<file path="src/pkg/cpr_regs.svh">
`ifndef CPR_REGS_SVH
`define CPR_REGS_SVH
`define CPR_ADDR_RESET      'h0
`define CPR_MODE_SERIAL     1'b0
`define CPR_MODE_PARALLEL   1'b1
`define CPR_BYTE_BITS       8
`define CPR_BIT_LAST        3'h7
`endif

</file>
<file path="src/pkg/cpr_pkg.sv">
package cpr_pkg;
  typedef enum logic [1:0] {
    CPR_ST_STANDBY = 2'b00,
    CPR_ST_CLEARED = 2'b01,
    CPR_ST_READING = 2'b10,
    CPR_ST_DONE    = 2'b11
  } cpr_state_t;

  typedef struct packed {
    logic [7:0] data;
    logic [7:0] data_oe;
  } cpr_data_t;
endpackage : cpr_pkg

</file>
<file path="src/hw/cpr_read_counter.sv">
// Operation
// driving chip select high puts the device into low-power standby.
// in standby the data output floats whatever the output-enable/clear level.
// enabled and selected below the last address, the address advances each clock, data drives, chain enable stays high; serial steps it every 8th clock.
// past the last address the address freezes, data floats, chain enable goes low, current drops.
// selected with output-enable/clear low, the counter is held clear, data floats, chain enable high.
// deselected, the counter is held clear, data floats, chain enable high, standby current only.
// the last address is the highest array address and the next address wraps to zero.
// the user control bits can be written after the array is programmed without reprogramming it.
// address and bit counters advance on every valid rising configuration clock edge.
// parallel mode delivers one byte per clock, serial mode one bit per clock.
// serial output is the default mode until the control register changes.
`timescale 1ns/10ps
`default_nettype none
`include "cpr_regs.svh"
module cpr_read_counter
  import cpr_pkg::*;
#(
  parameter int ADDR_W = 10
) (
  input  wire logic              mclk,
  input  wire logic              rst_n,
  input  wire logic              config_clock,
  input  wire logic              chip_sel_n,
  input  wire logic              oe_clear,
  input  wire logic              ctrl_wr,
  input  wire logic              ctrl_parallel,
  output logic [ADDR_W-1:0]      mem_addr,
  input  wire logic [7:0]        mem_rdata,
  output cpr_data_t              data_out,
  output logic                   chain_enable_out_n,
  output logic                   standby,
  output logic                   low_power
);
  localparam logic [ADDR_W-1:0] LAST_ADDRESS = {ADDR_W{1'b1}};

  logic [2:0] clk_sync_q;
  logic [1:0] cs_sync_q;
  logic [1:0] oe_sync_q;
  logic       cs_n;
  logic       oe;
  logic       clk_rise;
  always_ff @(posedge mclk or negedge rst_n) begin
    if (!rst_n) begin
      clk_sync_q <= 3'h0;
      cs_sync_q  <= 2'h3;
      oe_sync_q  <= 2'h0;
    end else begin
      clk_sync_q <= {clk_sync_q[1:0], config_clock};
      cs_sync_q  <= {cs_sync_q[0], chip_sel_n};
      oe_sync_q  <= {oe_sync_q[0], oe_clear};
    end
  end
  assign cs_n     = cs_sync_q[1];
  assign oe       = oe_sync_q[1];
  assign clk_rise = clk_sync_q[1] & ~clk_sync_q[2];

  // control register write is independent of array contents
  logic mode_q;
  always_ff @(posedge mclk or negedge rst_n) begin
    if (!rst_n) begin
      mode_q <= `CPR_MODE_SERIAL;
    end else if (ctrl_wr) begin
      mode_q <= ctrl_parallel;
    end
  end

  cpr_state_t        cur_state;
  logic [ADDR_W-1:0] addr_q;
  logic [2:0]        bit_q;
  logic              done_q;
  always_ff @(posedge mclk or negedge rst_n) begin
    if (!rst_n) begin
      addr_q <= ADDR_W'(`CPR_ADDR_RESET);
      bit_q  <= 3'h0;
      done_q <= 1'b0;
    end else if (cs_n || !oe) begin
      addr_q <= ADDR_W'(`CPR_ADDR_RESET);
      bit_q  <= 3'h0;
      done_q <= 1'b0;
    end else if (clk_rise && !done_q) begin
      if (mode_q == `CPR_MODE_PARALLEL || bit_q == `CPR_BIT_LAST) begin
        bit_q  <= 3'h0;
        addr_q <= addr_q + 1'b1;
        if (addr_q == LAST_ADDRESS) begin
          done_q <= 1'b1;
        end
      end else begin
        bit_q <= bit_q + 3'h1;
      end
    end
  end

  // decode stays combinational so the outputs trail the synchronised pins by one register only
  always_comb begin
    if (cs_n) cur_state = CPR_ST_STANDBY;
    else if (!oe) cur_state = CPR_ST_CLEARED;
    else if (done_q) cur_state = CPR_ST_DONE;
    else cur_state = CPR_ST_READING;
  end

  // bit index travels with mem_addr, so the bit picked always belongs to the byte on mem_rdata
  logic [2:0]        out_bit_q;
  always_ff @(posedge mclk or negedge rst_n) begin
    if (!rst_n) begin
      data_out           <= '0;
      chain_enable_out_n <= 1'b1;
      standby            <= 1'b1;
      low_power          <= 1'b1;
      mem_addr           <= '0;
      out_bit_q          <= 3'h0;
    end else begin
      mem_addr  <= addr_q;
      out_bit_q <= bit_q;
      case (cur_state)
        CPR_ST_READING: begin
          chain_enable_out_n <= 1'b1;
          standby            <= 1'b0;
          low_power          <= 1'b0;
          if (mode_q == `CPR_MODE_PARALLEL) begin
            data_out <= '{data: mem_rdata, data_oe: 8'hff};
          end else begin
            data_out <= '{data: {7'h00, mem_rdata[out_bit_q]}, data_oe: 8'h01};
          end
        end
        CPR_ST_DONE: begin
          data_out           <= '0;
          chain_enable_out_n <= 1'b0;
          standby            <= 1'b0;
          low_power          <= 1'b1;
        end
        CPR_ST_CLEARED: begin
          data_out           <= '0;
          chain_enable_out_n <= 1'b1;
          standby            <= 1'b0;
          low_power          <= 1'b0;
        end
        default: begin
          data_out           <= '0;
          chain_enable_out_n <= 1'b1;
          standby            <= 1'b1;
          low_power          <= 1'b1;
        end
      endcase
    end
  end

  a_standby_float: assert property (@(posedge mclk) disable iff (!rst_n)
    $past(cs_n) |-> (data_out.data_oe == 8'h00 && standby))
    else $error("data driven in standby");
  a_standby_chain: assert property (@(posedge mclk) disable iff (!rst_n)
    $past(cs_n) |-> chain_enable_out_n)
    else $error("chain enable low in standby");
  a_clear_hold: assert property (@(posedge mclk) disable iff (!rst_n)
    $past(!oe && !cs_n) |-> (addr_q == '0 && data_out.data_oe == 8'h00))
    else $error("counter not held clear");
  a_done_chain: assert property (@(posedge mclk) disable iff (!rst_n)
    $past(done_q && oe && !cs_n) |-> (!chain_enable_out_n && data_out.data_oe == 8'h00))
    else $error("chain enable not low after last address");
  a_done_freeze: assert property (@(posedge mclk) disable iff (!rst_n)
    (done_q && oe && !cs_n) |=> $stable(addr_q))
    else $error("address moved after last");
  a_wrap_zero: assert property (@(posedge mclk) disable iff (!rst_n)
    $rose(done_q) |-> addr_q == '0)
    else $error("address did not wrap");
  a_parallel_step: assert property (@(posedge mclk) disable iff (!rst_n)
    (clk_rise && !done_q && oe && !cs_n && mode_q && !ctrl_wr) |=> addr_q == $past(addr_q) + 1'b1)
    else $error("parallel did not step a byte");
  a_serial_step: assert property (@(posedge mclk) disable iff (!rst_n)
    (clk_rise && !done_q && oe && !cs_n && !mode_q && bit_q != 3'h7) |=>
      (bit_q == $past(bit_q) + 3'h1 && $stable(addr_q)))
    else $error("serial did not step a bit");
  a_read_drive: assert property (@(posedge mclk) disable iff (!rst_n)
    $past(oe && !cs_n && !done_q) |-> (data_out.data_oe != 8'h00 && chain_enable_out_n))
    else $error("data not driven while reading");

  // guards on power, clearing, stepping, output data and the mode register
  a_standby_power: assert property (@(posedge mclk) disable iff (!rst_n)
    $past(cs_n) |-> (standby && low_power))
    else $error("standby not signalled while deselected");
  a_standby_clear: assert property (@(posedge mclk) disable iff (!rst_n)
    $past(cs_n) |-> (addr_q == '0 && bit_q == 3'h0))
    else $error("counter not cleared while deselected");
  a_done_power: assert property (@(posedge mclk) disable iff (!rst_n)
    $past(done_q && oe && !cs_n) |-> (low_power && !standby))
    else $error("supply not reduced after last address");
  a_clear_chain: assert property (@(posedge mclk) disable iff (!rst_n)
    $past(!oe && !cs_n) |-> (chain_enable_out_n && !low_power && !done_q && bit_q == 3'h0))
    else $error("cleared state outputs wrong");
  a_wrap_done: assert property (@(posedge mclk) disable iff (!rst_n)
    (clk_rise && !done_q && oe && !cs_n && addr_q == LAST_ADDRESS &&
      (mode_q || bit_q == 3'h7)) |=> (done_q && addr_q == '0))
    else $error("last address did not end the read");
  a_bit_wrap: assert property (@(posedge mclk) disable iff (!rst_n)
    (clk_rise && !done_q && oe && !cs_n && !mode_q && bit_q == 3'h7) |=>
      (bit_q == 3'h0 && addr_q == $past(addr_q) + 1'b1))
    else $error("serial byte did not end after eight bits");
  a_edge_only: assert property (@(posedge mclk) disable iff (!rst_n)
    (!clk_rise && oe && !cs_n) |=> ($stable(addr_q) && $stable(bit_q)))
    else $error("counter moved without a clock edge");
  a_serial_pin: assert property (@(posedge mclk) disable iff (!rst_n)
    $past(oe && !cs_n && !done_q && !mode_q) |-> data_out.data_oe == 8'h01)
    else $error("serial mode drives more than one pin");
  a_serial_data: assert property (@(posedge mclk) disable iff (!rst_n)
    $past(oe && !cs_n && !done_q && !mode_q) |->
      data_out.data == {7'h00, $past(mem_rdata[out_bit_q])})
    else $error("serial bit not the addressed bit");
  a_parallel_pins: assert property (@(posedge mclk) disable iff (!rst_n)
    $past(oe && !cs_n && !done_q && mode_q) |-> data_out.data_oe == 8'hff)
    else $error("parallel mode leaves pins floating");
  a_parallel_data: assert property (@(posedge mclk) disable iff (!rst_n)
    $past(oe && !cs_n && !done_q && mode_q) |-> data_out.data == $past(mem_rdata))
    else $error("parallel byte not the addressed byte");
  a_mode_write: assert property (@(posedge mclk) disable iff (!rst_n)
    ctrl_wr |=> mode_q == $past(ctrl_parallel))
    else $error("control write did not set the mode");
  a_mode_hold: assert property (@(posedge mclk) disable iff (!rst_n)
    !ctrl_wr |=> $stable(mode_q))
    else $error("mode changed without a control write");
endmodule : cpr_read_counter
`default_nettype wire

</file>
<file path="config.mk">
export PLATFORM = sky130hd
export DESIGN_NAME = cpr_read_counter
export DESIGN_NICKNAME = d
export VERILOG_FILES = /design/src/pkg/cpr_pkg.sv /design/src/hw/cpr_read_counter.sv
export VERILOG_INCLUDE_DIRS = /design/src /design/src/pkg
export SDC_FILE = /design/constraint.sdc
export NUM_CORES = 1
export LEC_CHECK = 0
export BUFFER_PORTS_ARGS = -buffer_cell sky130_fd_sc_hd__buf_2
export CORE_ASPECT_RATIO = 1.5
export CORE_MARGIN = 2
export CORE_UTILIZATION = 45
export DETAILED_ROUTE_END_ITERATION = 8
export HOLD_SLACK_MARGIN = 0.1
export PLACE_DENSITY = 0.69
export SYNTH_ARGS = -nofsm -noshare
export SYNTH_HDL_FRONTEND = slang
export SYNTH_SLANG_ARGS = --single-unit
</file>
<file path="constraint.sdc">
create_clock -name mclk -period 3.9 [get_ports mclk]
set_input_delay 0.195 -clock mclk [delete_from_list [all_inputs] [get_ports mclk]]
set_output_delay 0.195 -clock mclk [all_outputs]
set_load 0.005 [all_outputs]
</file>
==> metrics.yaml <==
yosys:
  synth-edff-count: 0
  synth_cells: 143
  syn-cell-area_sq_um: 1860
  synth_flop_cell: "dfrtp_1"
  ys_seq_area_share_pct: 65.0
  yosys_warnings: 0
  ys_types: 35
  synth_area_leaders: "dfrtp_1, dfstp_2, ha_1"
  synth_fp_nets: 164
  avgSynthCellArea_sq_um: 13.0
  synth_seq_cells: 48
  netlist.area_leader.share_pct: 57.9
  ys_async_sr_fraction_pct: 100
  synth_top_area_cell: "dfrtp_1"
cts:
  clk_pin_slew_ps: 80
  cts.repair.resized: 0
  clock_path_buffers: 2
  cts_hold_buf: 5
  cts_max_level: 2
  clock_sinks: 48
  cts-root-buf: "clkbuf_8"
  post_cts_buffers: 0
  clock_latency_ps: 300
  numCtsBuffers: 5
  cts_tree: "built"
cells_and_area:
  syn_to_final_growth_pct: 19.3
  final-seq-area_sq_um: 1210
  stdcell_count: 235
  fillers: 337
  multi_input_area_sq_um: 561
  nNetsFinal: 210
  drive_gt1_share_pct: 31.6
  antenna_cells: 0
worst_setup_path:
  startpoint_type: "flip-flop"
  r2r_end: "addr_q[3]"
  worst-path-max-fanout: 6
  reg2reg_depth: 6
  cp_slowest_cell: "nor4b_1"
  crit_path_frequent_cell: "ha_1"
  required_ps: 4080
  r2r_start: "bit_q[0]"
  arrival_ps: 2460
  cp_cell_sequence: "ha_1 -> ha_1 -> nor4b_1 -> a211oi_1 -> xnor2_1 -> nor2_1"
  critPathKind: "flip-flop to flip-flop"
  rrSetupSlack_ps: 1620
  critical_path.max_stage_delay_ps: 910
  cp-end-kind: "flip-flop"
die:
  rows: 28
  boundaryPins: 44
  die_area_sq_um: 4670
  die_w_um: 56.5
  die_y_um: 82.7
  start_util_pct: 46.9
  coreArea_sq_um: 3960
timing:
  finalHoldViolations: 0
  finClkSkew_ps: 10.4
  holdWs_ps: 102
  slew_headroom_pct: 27.6
  period_needed_ps: 2280
  fmax_mhz: 439
  fin_crit_sh_pct: 58.5
  rsz0062_at_grt: "false"
  drv_slew: 0
  worstMarginPinSlew_ps: 1070
  fin_tns_setup_ps: 0
  finalSetupViolations: 0
min_path:
  whs_endpoint: "mode_q"
  worstHoldPathType: "input port to flip-flop"
  min_from: "ctrl_parallel"
  hold_depth: 3
placed_design:
  hpwl_um: 2340
  dp_cells: 222
  port_buffers: 43
  routabilityCongestion: 0.771
drt:
  postRouteAntennaNets: 0
  via_count: 1224
  drt-wirelength-per-cell_um: 13.7
  dr.pass1.iters: 4
  via_per_inst: 5.21
  drcViolationCount: 0
  drtIter0Drc: 20
  wl_um: 3210
grt:
  grt-ovfl-total: 0
  grt_pass1_vias: 1269
  grt_max_degree: 49
  track_usage_pct: 15.5
  antenna_found_initial: 0
  grt_pass1_wl_um: 5430
outcome:
  status: "completed"
run:
  cap_violations: 0
power:
  ir_worst_vdd_uv: 323
  power_leakage_nw: 1.12
  power.density_nw_per_um2: 401
-- logic make-up after synthesis --
family | share of synthesized area [%]
flip-flops | 65.0
buffers and inverters | 4.85
multiplexers | 2.96
adder cells (fa/ha/maj) | 4.04
AND/OR/NAND/NOR | 12.2
AO/OA/AOI/OAI | 8.62
XOR/XNOR | 2.36
-- cells in the final DEF (no fill, tap or decap), types with 2 or more instances in the layout --
cell type and instances:
or4_1 2, o31ai_1 3, inv_1 6, a211oi_1 3, nand3_1 4, nand2_1 10
a21oi_1 5, nand4_1 2, a21o_1 3, clkbuf_8 7, nor2_1 6, o21ai_0 7
dfstp_2 5, and3_1 8, buf_2 43, mux4_2 2, dlygate4sd3_1 5, ha_1 6
dfrtp_1 43, xnor2_1 4
-- state kept, by name, indices dropped and copies added (netlist names) --
| name | count |
|---|---|
| out_bit_q | 3 |
| bit_q | 3 |
| clk_sync_q | 3 |
| data_out | 10 |
| mem_addr | 10 |
| standby | 1 |
| mode_q | 1 |
| done_q | 1 |
| cs_sync_q | 2 |
| chain_enable_out_n | 1 |
| low_power | 1 |
| oe_sync_q | 2 |
| addr_q | 10 |
-- per-stage QoR --
step	setup slack (ps)	instance area (sq um)	total power [mW]	utilization [%]
finish	1620	2220	0.890	56.0
detailed placement	1610	2070	0.586	52.2
global placement	1780	2070	0.583	52.2
global route	1400	2220	0.931	56.0
floorplan	1960	1860	0.558	-
CTS	1600	2220	0.902	56.0
-- layer usage --
layer,routed length [um],global-route usage [%],vias up,part of all wire (%)
li1,-,-,588,-
met5,0,0,-,0
met1,1210,16.2,589,38
met2,1730,27.2,38,54
met4,95,9.76,0,3.0
met3,171,4.36,9,5.3
-- worst max-delay path by stage --
stage,to,cells past startpoint,startpoint,slack (ps)
after floorplan,addr_q[6],6,bit_q[0],1960
after detailed placement,addr_q[4],6,bit_q[0],1610
after global routing,addr_q[3],6,bit_q[0],1400
final,addr_q[3],6,bit_q[0],1620
after CTS,addr_q[3],6,bit_q[0],1600
after global placement,addr_q[6],6,bit_q[0],1780
-- synth_stat cells (all sizes together) (3+ instances only) --
cell type and n:
ha 6, a211oi 3, buf 7, xnor2 4, o21ai 7, a21o 3
nor2 6, a21oi 5, dfrtp 43, dfstp 5, inv 6, nand3 4
and3 8, o31ai 3, nand2 10
-- layout make-up --
class	count	share of cell area, %
flip-flops and latches	48	54.5
multi-input cells	79	25.3
repair buffers	48	12.0
clock buffers	8	4.52
well taps	45	2.54
inverters	7	1.19
-- where the power goes --
group / total, mW / internal [mW] / switching, mW
clock: 0.311 / 0.162 / 0.149
combinational: 0.0560 / 0.0241 / 0.0318
sequential: 0.523 / 0.514 / 0.00907
-- worst max-delay path, delay by kind of cell (launching register included) --
family          cells  cell delay (ps)
xor+xnor            1              230
compound gates      1              130
flops               1              420
fa+ha+maj           2              430
simple gates        2              970
Note: power is estimated with default switching activity, not from simulation.
